## config.mk

```make
export PLATFORM = sky130hd
export DESIGN_NAME = gcpd_decoder
export DESIGN_NICKNAME = d
export VERILOG_FILES = /design/src/rtl/gcpd_pkg.sv /design/src/rtl/gcpd_port_sel.sv /design/src/rtl/gcpd_decoder.sv
export SDC_FILE = /design/constraint.sdc
export NUM_CORES = 1
export LEC_CHECK = 0
export ABC_AREA = 1
export BUFFER_PORTS_ARGS = -buffer_cell sky130_fd_sc_hd__buf_2
export CAP_MARGIN = 20
export CORE_MARGIN = 2
export CORE_UTILIZATION = 40
export CTS_BUF_LIST = sky130_fd_sc_hd__clkbuf_16
export CTS_CLUSTER_SIZE = 10
export DETAILED_ROUTE_END_ITERATION = 10
export GPL_ROUTABILITY_DRIVEN = 0
export GPL_TIMING_DRIVEN = 0
export PLACE_DENSITY = 0.61
export SYNTH_ARGS = -nofsm -noshare
export SYNTH_HDL_FRONTEND = slang
export SYNTH_SLANG_ARGS = --single-unit
```

## constraint.sdc

```tcl
create_clock -name clk -period 2.3 [get_ports clk]
set_input_delay 0.345 -clock clk [delete_from_list [all_inputs] [get_ports clk]]
set_output_delay 0.345 -clock clk [all_outputs]
set_load 0.02 [all_outputs]
```

## src/rtl/gcpd_pkg.sv

```systemverilog
package gcpd_pkg;
    // Destination port and command code of the general packet
    localparam logic [15:0] CFG_PORT = 16'h0400;
    localparam logic [7:0] CMD_GENERAL = 8'h00;
    // Payload positions
    localparam logic [5:0] B_CMD = 6'h04;
    localparam logic [5:0] B_PAIR_FIRST = 6'h05;
    localparam logic [5:0] B_PAIR_LAST = 6'h16;
    localparam logic [5:0] B_WB_EN = 6'h17;
    localparam logic [5:0] B_SAMP_HI = 6'h18;
    localparam logic [5:0] B_SAMP_LO = 6'h19;
    localparam logic [5:0] B_SAMP_BITS = 6'h1a;
    localparam logic [5:0] B_RATE = 6'h1b;
    localparam logic [5:0] B_PKTS = 6'h1c;
    localparam logic [5:0] B_FEAT = 6'h25;
    localparam logic [5:0] B_TIMER = 6'h26;
    localparam logic [5:0] B_FMT = 6'h27;
    localparam logic [5:0] B_BACKPL = 6'h38;
    localparam logic [5:0] B_REF = 6'h39;
    localparam logic [5:0] B_AMP = 6'h3a;
    localparam logic [5:0] B_FILT = 6'h3b;
    localparam logic [5:0] B_LAST = 6'h3b;
    localparam logic [5:0] IDX_MAX = 6'h3f;
    // Port fields in payload order: ddc cmd, duc cmd, hp in, hp out,
    // audio, duc iq, ddc base, mic, wideband base
    localparam int NUM_PORTS = 9;
    localparam logic [8:0][15:0] PORT_DEFAULTS = {
        16'h0403, 16'h0402, 16'h040b, 16'h0405, 16'h0404,
        16'h0401, 16'h0403, 16'h0402, 16'h0401};
    // Wideband defaults
    localparam logic [15:0] WB_SAMPLES_DEF = 16'h0200;
    localparam logic [7:0] WB_BITS_DEF = 8'h10;
    localparam logic [7:0] WB_RATE_DEF_MS = 8'h14;
    localparam logic [7:0] WB_PKTS_DEF = 8'h20;
    // Field positions
    localparam int FEAT_TSTAMP = 0;
    localparam int FEAT_VITA = 1;
    localparam int FEAT_VNA = 2;
    localparam int FEAT_PHASE = 3;
    localparam int TIMER_BIT = 0;
    localparam int FMT_BIG = 0;
    localparam int FMT_LITTLE = 1;
    localparam int AMP_PA = 0;
    localparam int AMP_TUNER = 1;
    localparam int AMP_COMMON = 2;
    localparam int AMP_CLKSRC = 3;
    localparam int BACKPL_W = 3;
    localparam int REF_W = 2;
    // Receive state; IDLE, RECV and DROP coded 0, 1 and 3
    typedef enum logic [1:0] {
        GCPD_IDLE = 2'h0,
        GCPD_RECV = 2'h1,
        GCPD_DROP = 2'h3
    } gcpd_state_t;
endpackage : gcpd_pkg

```

## src/rtl/gcpd_port_sel.sv

```systemverilog
`timescale 1ns/1ps
module gcpd_port_sel #(
    parameter logic [15:0] DEFAULT_PORT = 16'h0000
) (
    input wire logic [15:0] raw,
    output logic [15:0] port
);
    // A zero field falls back to the default port
    assign port = (raw == 16'h0000) ? DEFAULT_PORT : raw;
endmodule : gcpd_port_sel

```

## src/rtl/gcpd_decoder.sv

```systemverilog
`timescale 1ns/1ps
// Notes on behaviour
// - Only payloads addressed to port 1024 are accepted.
// - Byte 4 must hold command 0x00 to be taken as general packet.
// - Bytes 5,6 give DDC command port; zero means 1025.
// - Bytes 7,8 give DUC command port; zero means 1026.
// - Bytes 9,10 give high-priority inbound port; zero means 1027.
// - Bytes 11,12 give high-priority status source port; zero means 1025.
// - Bytes 13,14 give DDC audio port; zero means 1028.
// - Port fields assemble to 16 bits, first byte high in big-endian order, first byte low in little-endian.
// - Bytes 17,18 give DDC base port, default 1035; stream n adds n.
// - Bytes 21,22 give wideband base, default 1027; stream n adds n.
// - Bytes 15,16 give DUC I/Q base port, default 1029.
// - Bytes 19,20 give microphone port, default 1026.
// - Byte 23 bit k enables wideband stream k.
// - Samples per packet 512, sample bits 16, packets per frame 32 defaults.
// - Byte 27 sets wideband frame interval in ms, default 20.
// - Byte 37 gives time stamp, VITA-49, analyser and phase-word flags.
// - Byte 38 bit 0 enables the hardware timer.
// - Byte 39 selects byte order and sample format; bytes 40,41 ignored.
// - Byte 56 bits 2:0 backplane config; byte 57 bits 1:0 reference.
// - Byte 58 amplifier, tuner, common freq, clock; byte 59 filter boards.
// - First packet after discovery is big-endian unless a packet commits in the discovery cycle; its order applies later.
module gcpd_decoder (
    input wire logic clk,
    input wire logic resetn,
    input wire logic rx_valid,
    input wire logic [7:0] rx_byte,
    input wire logic rx_last,
    input wire logic [15:0] rx_dst_port,
    input wire logic discovery_done,
    input wire logic [6:0] ddc_sel,
    input wire logic [2:0] wb_sel,
    output logic [15:0] ddc_cmd_port,
    output logic [15:0] duc_cmd_port,
    output logic [15:0] hp_rx_port,
    output logic [15:0] hp_tx_port,
    output logic [15:0] ddc_audio_port,
    output logic [15:0] duc_iq_port,
    output logic [15:0] ddc_base_port,
    output logic [15:0] mic_port,
    output logic [15:0] wb_base_port,
    output logic [15:0] ddc_sel_port,
    output logic [15:0] wb_sel_port,
    output logic [7:0] wb_stream_enable,
    output logic [15:0] wb_samples,
    output logic [7:0] wb_sample_bits,
    output logic [7:0] wb_rate_ms,
    output logic [7:0] wb_packets,
    output logic time_stamp_enable,
    output logic vita49_enable,
    output logic vna_mode,
    output logic phase_word_mode,
    output logic hw_timer_enable,
    output logic [7:0] data_format,
    output logic little_endian,
    output logic [2:0] backplane_cfg,
    output logic [1:0] ref_source,
    output logic pa_enable,
    output logic tuner_enable,
    output logic common_freq_enable,
    output logic clock_source,
    output logic [7:0] filter_enable,
    output logic cfg_update,
    output logic cfg_reject
);
    gcpd_pkg::gcpd_state_t state, next_state;
    logic [5:0] idx, next_idx;
    logic [5:0] cur_idx;
    logic beat_bad;
    logic commit;
    logic reject;
    logic [15:0] sh_port [gcpd_pkg::NUM_PORTS];
    logic [15:0] next_sh_port [gcpd_pkg::NUM_PORTS];
    logic [15:0] eff_port [gcpd_pkg::NUM_PORTS];
    logic [15:0] port_q [gcpd_pkg::NUM_PORTS];
    logic [15:0] next_port_q [gcpd_pkg::NUM_PORTS];
    logic [15:0] sh_samples, next_sh_samples;
    logic [7:0] sh_wb_en, sh_bits, sh_rate, sh_pkts, sh_feat, sh_timer;
    logic [7:0] sh_fmt, sh_backpl, sh_ref, sh_amp, sh_filt;
    logic [7:0] next_sh_wb_en, next_sh_bits, next_sh_rate, next_sh_pkts;
    logic [7:0] next_sh_feat, next_sh_timer, next_sh_fmt, next_sh_backpl;
    logic [7:0] next_sh_ref, next_sh_amp, next_sh_filt;
    logic [5:0] pair_off;
    logic pair_hi;
    logic samp_hi;
    logic [7:0] wb_sample_bits_eff;

    // Beat position and validity; the index saturates so long payloads stay dropped-safe
    assign cur_idx = (state == gcpd_pkg::GCPD_IDLE) ? 6'h00 : idx;
    assign beat_bad = (rx_dst_port != gcpd_pkg::CFG_PORT) ||
        (cur_idx == gcpd_pkg::B_CMD && rx_byte != gcpd_pkg::CMD_GENERAL);
    assign commit = rx_valid && rx_last && state != gcpd_pkg::GCPD_DROP && !beat_bad &&
        cur_idx >= gcpd_pkg::B_LAST;
    assign reject = rx_valid && rx_last && !commit;

    // Receive state machine
    always_comb
    begin
        next_state = state;
        next_idx = idx;
        if (rx_valid)
        begin
            if (rx_last)
            begin
                next_state = gcpd_pkg::GCPD_IDLE;
                next_idx = 6'h00;
            end
            else
            begin
                next_state = (beat_bad || state == gcpd_pkg::GCPD_DROP) ?
                    gcpd_pkg::GCPD_DROP : gcpd_pkg::GCPD_RECV;
                next_idx = (cur_idx == gcpd_pkg::IDX_MAX) ? cur_idx : cur_idx + 6'h01;
            end
        end
    end

    always_ff @(posedge clk)
    begin
        if (!resetn)
        begin
            state <= gcpd_pkg::GCPD_IDLE;
            idx <= 6'h00;
        end
        else
        begin
            state <= next_state;
            idx <= next_idx;
        end
    end

    // Byte placement in pairs follows little_endian, set by the last committed packet and cleared by discovery
    assign pair_off = cur_idx - gcpd_pkg::B_PAIR_FIRST;
    assign pair_hi = !pair_off[0] ^ little_endian;
    assign samp_hi = (cur_idx == gcpd_pkg::B_SAMP_HI) ^ little_endian;

    // Shadow capture; committed settings are untouched until the packet ends
    always_comb
    begin
        next_sh_port = sh_port;
        next_sh_samples = sh_samples;
        next_sh_wb_en = sh_wb_en;
        next_sh_bits = sh_bits;
        next_sh_rate = sh_rate;
        next_sh_pkts = sh_pkts;
        next_sh_feat = sh_feat;
        next_sh_timer = sh_timer;
        next_sh_fmt = sh_fmt;
        next_sh_backpl = sh_backpl;
        next_sh_ref = sh_ref;
        next_sh_amp = sh_amp;
        next_sh_filt = sh_filt;
        if (rx_valid && state != gcpd_pkg::GCPD_DROP)
        begin
            if (cur_idx >= gcpd_pkg::B_PAIR_FIRST && cur_idx <= gcpd_pkg::B_PAIR_LAST)
            begin
                if (pair_hi)
                    next_sh_port[pair_off[4:1]][15:8] = rx_byte;
                else
                    next_sh_port[pair_off[4:1]][7:0] = rx_byte;
            end
            // Bytes 40, 41 and the unused ranges fall to default
            case (cur_idx)
                gcpd_pkg::B_WB_EN: next_sh_wb_en = rx_byte;
                gcpd_pkg::B_SAMP_HI, gcpd_pkg::B_SAMP_LO:
                begin
                    if (samp_hi)
                        next_sh_samples[15:8] = rx_byte;
                    else
                        next_sh_samples[7:0] = rx_byte;
                end
                gcpd_pkg::B_SAMP_BITS: next_sh_bits = rx_byte;
                gcpd_pkg::B_RATE: next_sh_rate = rx_byte;
                gcpd_pkg::B_PKTS: next_sh_pkts = rx_byte;
                gcpd_pkg::B_FEAT: next_sh_feat = rx_byte;
                gcpd_pkg::B_TIMER: next_sh_timer = rx_byte;
                gcpd_pkg::B_FMT: next_sh_fmt = rx_byte;
                gcpd_pkg::B_BACKPL: next_sh_backpl = rx_byte;
                gcpd_pkg::B_REF: next_sh_ref = rx_byte;
                gcpd_pkg::B_AMP: next_sh_amp = rx_byte;
                gcpd_pkg::B_FILT: next_sh_filt = rx_byte;
                default: ;
            endcase
        end
    end

    always_ff @(posedge clk)
    begin
        if (!resetn)
        begin
            for (int i = 0; i < gcpd_pkg::NUM_PORTS; i++)
                sh_port[i] <= 16'h0000;
            sh_samples <= 16'h0000;
            sh_wb_en <= 8'h00;
            sh_bits <= 8'h00;
            sh_rate <= 8'h00;
            sh_pkts <= 8'h00;
            sh_feat <= 8'h00;
            sh_timer <= 8'h00;
            sh_fmt <= 8'h00;
            sh_backpl <= 8'h00;
            sh_ref <= 8'h00;
            sh_amp <= 8'h00;
            sh_filt <= 8'h00;
        end
        else
        begin
            sh_port <= next_sh_port;
            sh_samples <= next_sh_samples;
            sh_wb_en <= next_sh_wb_en;
            sh_bits <= next_sh_bits;
            sh_rate <= next_sh_rate;
            sh_pkts <= next_sh_pkts;
            sh_feat <= next_sh_feat;
            sh_timer <= next_sh_timer;
            sh_fmt <= next_sh_fmt;
            sh_backpl <= next_sh_backpl;
            sh_ref <= next_sh_ref;
            sh_amp <= next_sh_amp;
            sh_filt <= next_sh_filt;
        end
    end

    // Zero-to-default substitution for every port field
    for (genvar g = 0; g < gcpd_pkg::NUM_PORTS; g++)
    begin : g_port
        gcpd_port_sel #(
            .DEFAULT_PORT(gcpd_pkg::PORT_DEFAULTS[g])
        ) u_sel (
            .raw(sh_port[g]),
            .port(eff_port[g])
        );
    end

    assign wb_sample_bits_eff = (sh_bits == 8'h00) ? gcpd_pkg::WB_BITS_DEF : sh_bits;

    // Committed port table
    always_comb
    begin
        next_port_q = port_q;
        if (commit)
            next_port_q = eff_port;
    end

    always_ff @(posedge clk)
    begin
        if (!resetn)
        begin
            for (int i = 0; i < gcpd_pkg::NUM_PORTS; i++)
                port_q[i] <= gcpd_pkg::PORT_DEFAULTS[i];
        end
        else
            port_q <= next_port_q;
    end

    assign ddc_cmd_port = port_q[0];
    assign duc_cmd_port = port_q[1];
    assign hp_rx_port = port_q[2];
    assign hp_tx_port = port_q[3];
    assign ddc_audio_port = port_q[4];
    assign duc_iq_port = port_q[5];
    assign ddc_base_port = port_q[6];
    assign mic_port = port_q[7];
    assign wb_base_port = port_q[8];

    // Committed settings, loaded in one cycle so they change together
    always_ff @(posedge clk)
    begin
        if (!resetn)
        begin
            wb_stream_enable <= 8'h00;
            wb_samples <= gcpd_pkg::WB_SAMPLES_DEF;
            wb_sample_bits <= gcpd_pkg::WB_BITS_DEF;
            wb_rate_ms <= gcpd_pkg::WB_RATE_DEF_MS;
            wb_packets <= gcpd_pkg::WB_PKTS_DEF;
            time_stamp_enable <= 1'b0;
            vita49_enable <= 1'b0;
            vna_mode <= 1'b0;
            phase_word_mode <= 1'b0;
            hw_timer_enable <= 1'b0;
            data_format <= 8'h00;
            backplane_cfg <= 3'h0;
            ref_source <= 2'h0;
            pa_enable <= 1'b0;
            tuner_enable <= 1'b0;
            common_freq_enable <= 1'b0;
            clock_source <= 1'b0;
            filter_enable <= 8'h00;
        end
        else if (commit)
        begin
            wb_stream_enable <= sh_wb_en;
            wb_samples <= sh_samples;
            wb_sample_bits <= wb_sample_bits_eff;
            wb_rate_ms <= sh_rate;
            wb_packets <= sh_pkts;
            time_stamp_enable <= sh_feat[gcpd_pkg::FEAT_TSTAMP];
            vita49_enable <= sh_feat[gcpd_pkg::FEAT_VITA];
            vna_mode <= sh_feat[gcpd_pkg::FEAT_VNA];
            phase_word_mode <= sh_feat[gcpd_pkg::FEAT_PHASE];
            hw_timer_enable <= sh_timer[gcpd_pkg::TIMER_BIT];
            data_format <= sh_fmt;
            backplane_cfg <= sh_backpl[gcpd_pkg::BACKPL_W-1:0];
            ref_source <= sh_ref[gcpd_pkg::REF_W-1:0];
            pa_enable <= sh_amp[gcpd_pkg::AMP_PA];
            tuner_enable <= sh_amp[gcpd_pkg::AMP_TUNER];
            common_freq_enable <= sh_amp[gcpd_pkg::AMP_COMMON];
            clock_source <= sh_amp[gcpd_pkg::AMP_CLKSRC];
            filter_enable <= next_sh_filt; // Byte 59 can arrive on the commit beat
        end
    end

    // Byte order: discovery forces big-endian, a packet committing alongside wins
    always_ff @(posedge clk)
    begin
        if (!resetn)
            little_endian <= 1'b0;
        else if (commit)
            little_endian <= sh_fmt[gcpd_pkg::FMT_LITTLE] && !sh_fmt[gcpd_pkg::FMT_BIG];
        else if (discovery_done)
            little_endian <= 1'b0;
    end

    // Per-stream port lookup, one cycle of latency
    always_ff @(posedge clk)
    begin
        if (!resetn)
        begin
            ddc_sel_port <= gcpd_pkg::PORT_DEFAULTS[6];
            wb_sel_port <= gcpd_pkg::PORT_DEFAULTS[8];
            cfg_update <= 1'b0;
            cfg_reject <= 1'b0;
        end
        else
        begin
            ddc_sel_port <= ddc_base_port + {9'h000, ddc_sel};
            wb_sel_port <= wb_base_port + {13'h0000, wb_sel};
            cfg_update <= commit;
            cfg_reject <= reject;
        end
    end

    // Checks
    logic chk_cmd_bad;
    always_ff @(posedge clk)
    begin
        if (!resetn || (rx_valid && rx_last))
            chk_cmd_bad <= 1'b0;
        else if (rx_valid && cur_idx == gcpd_pkg::B_CMD && rx_byte != gcpd_pkg::CMD_GENERAL)
            chk_cmd_bad <= 1'b1;
    end
endmodule : gcpd_decoder

```

* Word level (Yosys, flattened, before mapping)
Cells that the tools add are included.
** Storage, ports and cells
- Register bits :: 487
- Logic and storage cells :: 156
** Cells by class
- Equal/unequal tests :: 18
- Multiplexer cells :: 26
- Reductions and logical operators :: 43
- Bitwise logic cells :: 4
- Add/subtract/negate cells :: 4
- Magnitude comparators :: 5
** Operators by type and width (number)
- $bwmux 144 :: 2
- $mux 16 :: 10
- $logic_not 16->1 :: 9
- $mux 144 :: 1
- $demux 16 s4 :: 2
- $eq 6x6->1 const B :: 8
- $eq 6x5->1 const B :: 6
- $mux 8 :: 4
- $reduce_and 2->1 :: 11
- $mux 6 :: 3
- $add 16x3->16 :: 1
- $add 16x7->16 :: 1
- $ne 16x11->1 const B :: 1
- $logic_and 1x1->1 :: 10
- $logic_not 8->1 :: 1
- $reduce_bool 8->1 :: 1
- $add 6x1->6 const B :: 1
- $eq 6x3->1 const B :: 1
- $ge 6x3->1 const B :: 1
- $ge 6x6->1 const B :: 1
- $le 6x5->1 const B :: 1
- $reduce_and 3->1 :: 2
- $ge 5x5->1 const B :: 1
- $lt 5x1->1 const B :: 1
- other kinds (13) :: 20

* Logic depth before layout (Yosys ltp)
Gate-level depths: netlist of run 1.
- Depth in word-level cells :: 10
- Gate-level depth with buffers :: 16
- Mapped depth without buffers :: 15

* Cells and area by module
Synthesis of run 1 repeated with hierarchy kept, for this count alone.
** Second synthesis, totals
- Cell total of the unflattened synthesis :: 2848
- Area total of the unflattened synthesis :: 19986.7 µm²
** Modules (own cells, without submodules)
- gcpd_decoder :: times used 1, cells each 2546, area an instance 18853.1 µm²
- gcpd_port_sel (g_port[0].u_sel ...) :: times used 5, cells each 33, area an instance 123.9 µm²
- gcpd_port_sel (g_port[2].u_sel ...) :: times used 3, cells each 34, area an instance 127.6 µm²
- gcpd_port_sel (g_port[6].u_sel) :: times used 1, cells each 35, area an instance 131.4 µm²

* Worst setup path before layout of run 1
Ideal clock, no wire load.
- Path kind :: register -> register
- Start point :: reg state[1]
- End point :: reg port_q, in the netlist ddc_base_port[10]
- Data arrival time :: 2058 ps
- Stages on the path, launching flop included :: 16
- Path buffers :: 3
- Clock period less this slack :: 2180 ps
- Path slack :: 120 ps
- Data required time :: 2179 ps
- Path through :: dfxtp_1 inv_2 nand2_4 nand2_2 inv_1 ha_1 inv_1 nand2_1 inv_1 nor3_2 nand3_1 buf_4 nor2_8 buf_4 buf_2 a21oi_1
** Between the ends
- Cells in the longest elaborated chain, start to end :: 8
- Elaborated cells on any way between the ends :: 11
** Ends and longest elaborated chain
- start: declaration :: RTL line gcpd_decoder.sv:67 : gcpd_pkg::gcpd_state_t state, next_state;
- start signal: assignment :: RTL line gcpd_decoder.sv:122 : state <= gcpd_pkg::GCPD_IDLE;
- start signal: assignment :: RTL line gcpd_decoder.sv:127 : state <= next_state;
- branches (longest 7 deep; another with $ge 6x6->1)
- $logic_and 1x1->1 (*) :: RTL line gcpd_decoder.sv:93 : assign commit = rx_valid && rx_last && state != gcpd_pkg::GCPD_DROP && !beat_bad &&
- end signal: indexed assignment :: RTL line gcpd_decoder.sv:250 : port_q[i] <= gcpd_pkg::PORT_DEFAULTS[i];
- end signal: assignment :: RTL line gcpd_decoder.sv:253 : port_q <= next_port_q;
- end: declaration :: RTL line gcpd_decoder.sv:76 : logic [15:0] port_q [gcpd_pkg::NUM_PORTS];
Mark *: on every way between the ends.
A chain may end at the register's enable or synchronous reset.

* Worst setup path in the final report of run 1
- Start point :: reg state[0]
- End point :: reg port_q, in the netlist mic_port[9]
Same word-level chain as after synthesis.

==> metrics.md, run 1 <==
| Metric | Value |
|---|---|
| Outcome | complete, no violations |
| Setup Crit Path Kind | reg2reg |
| Initial Util | 0.404 |
| R2r worst-path depth | 17 |
| Clock skew | 0.0153 ns |
| CTS root buf | clkbuf_16 |
| Worst reg-to-reg setup slack | 0.04 ns |
| Main flop type after synthesis | dfxtp_1 |
| ANT nets after route | 0 |
| Worst Tran Pin Value | approximately 1.1 ns |
| Final Hold Viols | 0 |
| Asr flop ratio synth | 0 |
| Element type at the critical path end | flop |
| Critical-path maximum fanout | 6 |
| Max-Cap Viols | 0 |
| Endpoints failing setup | 0 |
| Post-synthesis compound-gate area fraction | 0.0714 |
| Fillers | about 4700 |
| DR DRC count | 0 |
| Setup crit start | state[0] |
| Post-route insts no fill | 3630 |
| Num CTS Buffers | 55 |
| Dominant cell type by area after synthesis | dfxtp_1 |
| Core region area | 0.0475 mm² |
| Clk buf depth | 3 |
| Mux cell area share after synthesis | 0 |
| Initial antenna violation count | 3 |
| Area contributors post-synth | dfxtp_1, nand2_1, nand3_1 |
| Synth top area share | 0.508 |
| GRT Residual Overflow | 0 |
| Multi-input gate area | roughly 0.0085 mm² |
| Largest net degree at the start of global routing | 14 |
| Yosys warnings | 0 |
| Synth unique cells | 44 |
| Worst Path Required | 2.84 ns |
| Sink Count | 487 |
| Die Y | 223 µm |
| Port buffer count | 295 |
| Pwr dens | ~690 mW/mm² |
| Synth Area in Adders | 0.0106 |
| Number of global-route vias before repair | about 18000 |
| Place WS | -0.886 ns |
| CTS tree | done |
| Clock-pin slew of the registers on the worst-case setup and hold paths | about 0.060 ns |
| Post-synth EDFFs | 0 |
| Commonest cells after routing, fill and taps aside | nand2_1, dfxtp_1, nor2_1 |
| First-pass DRT Iterations | 7 |
| Vias/cell | 5.25 |
| FF/Latch Area | 0.00976 mm² |
| Pwr Total | ~17000 µW |
| All-Layer GR Usage | 0.258 |
| Commonest non-fill, non-tap cell in the layout | nand2_1 |
| CP startpoint kind | flop |
| Synth Register Bits | 487 |
| Num rows | 80 |
| Synthesized area per cell | 7.39 µm² |
| NumNets Final | approximately 3100 |
| Cells after Synth | around 2600 |
| Peak VDD IR | 510 µV |
| WL final | between 60000 and 70000 µm |
| H-tree levels | 2 |
| Synth Area in XOR/XNOR | 0.00222 |
| Setup TNS | 0 ns |
| Routed WL per cell | 18.5 µm |
| Largest family of logic cells by synthesized area | simple AND/OR/NAND/NOR gates |
| Clk_lat worst skew | 0.60 ns |
| Slew headroom | 0.238 |
| Fmax | 0.443 GHz |
| Sequential area share after synthesis | 0.508 |
| WP data arrival | 2.79 ns |
| Die area | 0.0498 mm² |
| Initial drt markers | around 1400 |
| Crit path to | mic_port[9] |
| DP Cell Count | ~3500 |
| Min Tclk post-route | 2.26 ns |
| Ports | 296 |
| Top cell by count, worst path | nand2_4 |
| Crit-path cells | inv_2, nand2_4, nand2_4, inv_4, ha_4, inv_4, nand2_4, inv_2, nor3_4, nand3_2, buf_8, nor2_8, buf_12, buf_16, buf_8, nand2_1, nand2_1 |
| Worst setup margin | 0.0439 ns |
| Max incr delay on CP | 0.34 ns |
| Share of cells above drive strength 1 | 0.196 |
| Critical-path top delay cell | dfxtp_2 |
| DPL Wire Length | between 40000 and 50000 µm |
| Worst hold-check path type | in2reg |
| Die W | 223 µm |
| Fin crit share | 0.981 |
| Area grow syn2layout | 25.8% |
| R2R Path End | mic_port[9] |
| Synth Net Count | 2653 |
| Via count | 19000 |
| Syn Std Cell Area | 0.0192 mm² |
| Final Slew Violations | 0 |
| RSZ-0062 raised after global routing | true |
| First-pass GRT wire length | 100000 µm |
| Pleak | roughly 0.011 µW |
| FF-to-FF Start | state[0] |
| Simple-Gate Fraction of Synth Area | 0.347 |
## flip-flops by register name, indices dropped and copies added (netlist names), 16 cells and up
| register | count |
|---|---|
| sh_port | 144 |
| ddc_base_port | 16 |
| hp_rx_port | 16 |
| wb_base_port | 16 |
| duc_cmd_port | 16 |
| ddc_cmd_port | 16 |
| wb_sel_port | 16 |
| hp_tx_port | 16 |
| ddc_sel_port | 16 |
| ddc_audio_port | 16 |
| mic_port | 16 |
| wb_samples | 16 |
| duc_iq_port | 16 |
| sh_samples | 16 |
## where the power goes
group          switching (µW)  internal, µW
combinational             475           147
sequential               8.58          8460
clock                    3260          4330
## worst max-delay path: cells and delay by family (launching register included)
kind | cells | cell delay (ns)
adder cells (fa/ha/maj) | 1 | 0.16
AND/OR/NAND/NOR | 8 | 0.77
flip-flops | 1 | 0.34
buffers and inverters | 8 | 0.85
## cell families after synthesis
group | count (synthesis)
buf+inv | 286
flops | 487
compound gates | 262
xor+xnor | 4
fa+ha+maj | 15
simple gates | 1545
## metrics by stage
| stage | cell area [µm²] | hold slack [ns] | util |
|---|---|---|---|
| 6_report | 24200 | 0.0592 | 0.508 |
| 5_1_grt | 24200 | 0.0594 | 0.508 |
| 4_1_cts | 23400 | 0.0334 | 0.493 |
| 3_5_place_dp | 21500 | 0.429 | 0.451 |
| 3_3_place_gp | 21400 | 0.423 | 0.451 |
| 2_1_floorplan | 19200 | 0.414 | - |
## layout make-up
cell class / instances / share of cell area
diodes: 3 / 0.000311
inverters: 143 / 0.0225
clock buffers: 57 / 0.0591
well taps: 615 / 0.0319
flip-flops and latches: 487 / 0.404
repair buffers: 346 / 0.0881
plain buffers: 142 / 0.0398
clock inverters: 10 / 0.00161
multi-input cells: 1827 / 0.353
## worst min-delay path by stage
stage                       from  depth (start not counted)  slack (ns)                end
CTS                   ddc_sel[0]                          3        0.03    ddc_sel_port[0]
detailed placement    sh_feat[0]                          2        0.43  time_stamp_enable
floorplan           sh_backpl[0]                          2        0.41   backplane_cfg[0]
finish                 wb_sel[0]                          3        0.06     wb_sel_port[0]
global placement      sh_feat[0]                          2        0.42  time_stamp_enable
global route          ddc_sel[0]                          3        0.06    ddc_sel_port[0]
## layer usage
layer  wire, µm  vias to the layer above  GRT usage
met4       2700                        0      0.104
met3       4960                      144     0.0485
met5          0                        -          0
met1      28300                     8933      0.332
met2      31200                      768      0.426
li1           -                     9201          -
## Yosys cell counts (2+ instances only)
cell / number
nand2_2: 4
nor2_1: 393
buf_2: 49
ha_1: 13
fa_1: 2
nor2_2: 15
or2_1: 2
clkinv_1: 6
o21ai_0: 114
buf_1: 19
buf_6: 3
nand2_1: 667
buf_4: 5
a31oi_1: 8
o21a_1: 3
nor2_4: 15
nor3_1: 59
xor2_1: 3
inv_1: 124
nand3_1: 329
nand2_4: 3
nand4_1: 12
clkbuf_1: 67
nor4_1: 26
nand3_2: 3
inv_2: 13
or2_2: 11
dfxtp_1: 487
a21oi_1: 129
## what timing repair did
| action | in CTS | in global routing |
|---|---|---|
| pin swaps | 9 | 37 |
| hold endpoints to repair | 1 | 0 |
| setup endpoints to repair | 388 | 392 |
| gates resized for setup | 89 | 117 |
| setup buffers | 20 | 19 |
| hold buffers | 1 | 0 |
| gates cloned | 3 | 9 |
Power figures use the tool's default switching activity.
==> inputs of run 2 (changes only) <==
Settings changed: GPL_TIMING_DRIVEN 0 to 1.
==> run 2 against run 1 <==
- global-route usage down 3.1 points
- power decreased by 0.55%
- wire length is 12% lower
- final cell count down 2.7%
- fmax increased by 2.2%
- flip-flop and latch count unchanged
- largest power group unchanged
==> metrics.md, run 2 (synthesized netlist as in run 1, its figures left out) <==
| Metric | Value |
|---|---|
| DPL Wire Length | 38300 µm (was 47900 µm) |
| CP startpoint kind | flop (unchanged) |
| Commonest cells after routing, fill and taps aside | nand2_1, dfxtp_1, nor2_1 (unchanged) |
| Port buffer count | 295 (unchanged) |
| Peak VDD IR | 438 µV (was 510 µV) |
| Worst Path Required | 2.78 ns (was 2.84 ns) |
| Combinational power share | 0.034 (was 0.037) |
| Num CTS Buffers | 55 (unchanged) |
| Ports | 296 (unchanged) |
| Slew headroom | 0.556 (was 0.238) |
| Clk_lat worst skew | 0.60 ns (about the same) |
| DP Area | 0.0216 mm² (was 0.0215 mm²) |
| GRT Residual Overflow | 0 (unchanged) |
| H-tree levels | 2 (unchanged) |
| Area grow syn2layout | 22.9% (was 25.8%) |
| Max incr delay on CP | 0.33 ns (was 0.34 ns) |
| All-Layer GR Usage | 0.226 (was 0.258) |
| Setup Crit Path Kind | reg2reg (unchanged) |
| Final Hold Viols | 0 (unchanged) |
| Worst Tran Pin Value | 0.666 ns (was 1.14 ns) |
| Element type at the critical path end | flop (unchanged) |
| Worst hold-check path type | in2reg (unchanged) |
| Largest net degree at the start of global routing | 152 (was 14) |
| CTS root buf | clkbuf_16 (unchanged) |
| Number of global-route vias before repair | 17100 (was 17800) |
| Die Y | 223 µm (unchanged) |
| WL final | 59200 µm (was 67100 µm) |
| Psw | 3700 µW (was 3740 µW) |
| Most flop-heavy register | sh_port (unchanged) |
| DR DRC count | 0 (unchanged) |
| Fin crit share | 0.960 (was 0.981) |
| RSZ-0062 raised after global routing | true (unchanged) |
| WP data arrival | 2.69 ns (was 2.79 ns) |
| Initial antenna violation count | 1 (was 3) |
| Num rows | 80 (unchanged) |
| First-pass DRT Iterations | 5 (was 7) |
| Pleak | 0.0109 µW (was 0.0112 µW) |
| Seq pwr share | 0.510 (was 0.508) |
| Critical-path top delay cell | dfxtp_2 (unchanged) |
| Pwr dens | 703 mW/mm² (was 690 mW/mm²) |
| Clock share of power | 0.456 (was 0.455) |
| Vias/cell | 5.09 (was 5.25) |
| Worst reg-to-reg setup slack | 0.09 ns (was 0.04 ns) |
| Fmax | 0.453 GHz (was 0.443 GHz) |
| Commonest non-fill, non-tap cell in the layout | nand2_1 (unchanged) |
| ANT nets after route | 0 (unchanged) |
| Endpoints failing setup | 0 (unchanged) |
| NumNets Final | 2959 (was 3056) |
| Routed WL per cell | 16.8 µm (was 18.5 µm) |
| Critical-path maximum fanout | 9 (was 6) |
| Fin util | 0.496 (was 0.508) |
| Clock-pin slew of the registers on the worst-case setup and hold paths | 0.06 ns (about the same) |
| Initial Util | 0.404 (unchanged) |
| Clock skew | 0.0196 ns (was 0.0153 ns) |
| Max-Cap Viols | 0 (unchanged) |
| Max reg flops | 144 (unchanged) |
| Die W | 223 µm (unchanged) |
| First-pass GRT wire length | 91200 µm (was 100000 µm) |
| Share of cells above drive strength 1 | 0.185 (was 0.196) |
| Core region area | 0.0475 mm² (unchanged) |
| Outcome | complete, no violations (unchanged) |
| Via count | 18000 (was 19000) |
| Final instance area | 0.0236 mm² (was 0.0242 mm²) |
| Sink Count | 487 (unchanged) |
| Switching share of power | 0.223 (was 0.224) |
| Initial drt markers | 1117 (was 1390) |
| Fillers | 4652 (was 4656) |
| Crit-path cells | inv_2, nand2_4, nand2_2, inv_2, ha_2, nand4_1, nand2_1, nor2_1, nor2_4, nand2_4, nor2_4, buf_12, clkbuf_16, nand3_1, nand2_1, nor2_1 (was inv_2, nand2_4, nand2_4, inv_4, ha_4, inv_4, nand2_4, inv_2, nor3_4, nand3_2, buf_8, nor2_8, buf_12, buf_16, buf_8, nand2_1, nand2_1) |
| Min Tclk post-route | 2.21 ns (was 2.26 ns) |
| Final Slew Violations | 0 (unchanged) |
| Int Pwr | 12900 µW (about the same) |
| Die area | 0.0498 mm² (unchanged) |
| CTS tree | done (unchanged) |
| Clk buf depth | 3 (unchanged) |
[run 2: worst max-delay path, delay by kind of cell, from the launching register on]
kind          cells  cell delay [ns]
simple gates     11             1.11
fa+ha+maj         1             0.19
buf+inv           4             0.47
flops             1             0.33
[run 2: path summary, 6_finish.rpt]
path	from	endpoint	cells past startpoint
setup / recovery	state[0]	sh_port[121]	16
hold / removal	rx_valid	cfg_reject	3
setup reg to reg	state[0]	sh_port[121]	16
hold reg to reg	sh_pkts[2]	wb_packets[2]	2
[run 2: power groups by stage]
stage	Combinational (µW)	Clock, µW	Sequential [µW]
final	565	7550	8460
after global routing	612	8070	8460
after CTS	555	7760	8460
after detailed placement	550	0	8640
after global placement	544	0	8640
after floorplan	303	0	8670
[run 2: timing repair]
action	4_1_cts	5_1_grt
endpoints found under the setup margin	0	346
gates resized for setup	0	37
hold buffers	2	0
buffers inserted	0	15
endpoints found under the hold margin	2	0
[run 2: layer usage]
metal	GRT usage	wire length, µm	vias to the layer above
met2	0.384	28300	480
li1	-	-	8991
met4	0.0905	1810	0
met3	0.0323	2980	104
met5	0	0	-
met1	0.290	26100	8409
[run 2: final cells by class]
cell class	count	area [µm²]	area share
multi-input combinational	1826	8390	0.356
sequential	487	9750	0.413
antenna	1	2.50	0.000106
clock buffer	56	1400	0.0594
tap	615	769	0.0326
clock inverter	13	67.6	0.00286
timing repair buffer	392	2670	0.113
inverter	143	541	0.0229
[run 2: through the flow]
step                power [µW]  hold slack (ns)  setup slack [ns]  TNS, ns  cells
global route             17100           0.0519           -0.0461   -0.975   3533
finish                   16600           0.0480            0.0916        0   3533
global placement          9190            0.422            0.0126        0   3434
detailed placement        9200            0.424            0.0309        0   3434
floorplan                 8970            0.414             0.120        0   2599
CTS                      16800          0.00734            0.0228        0   3505
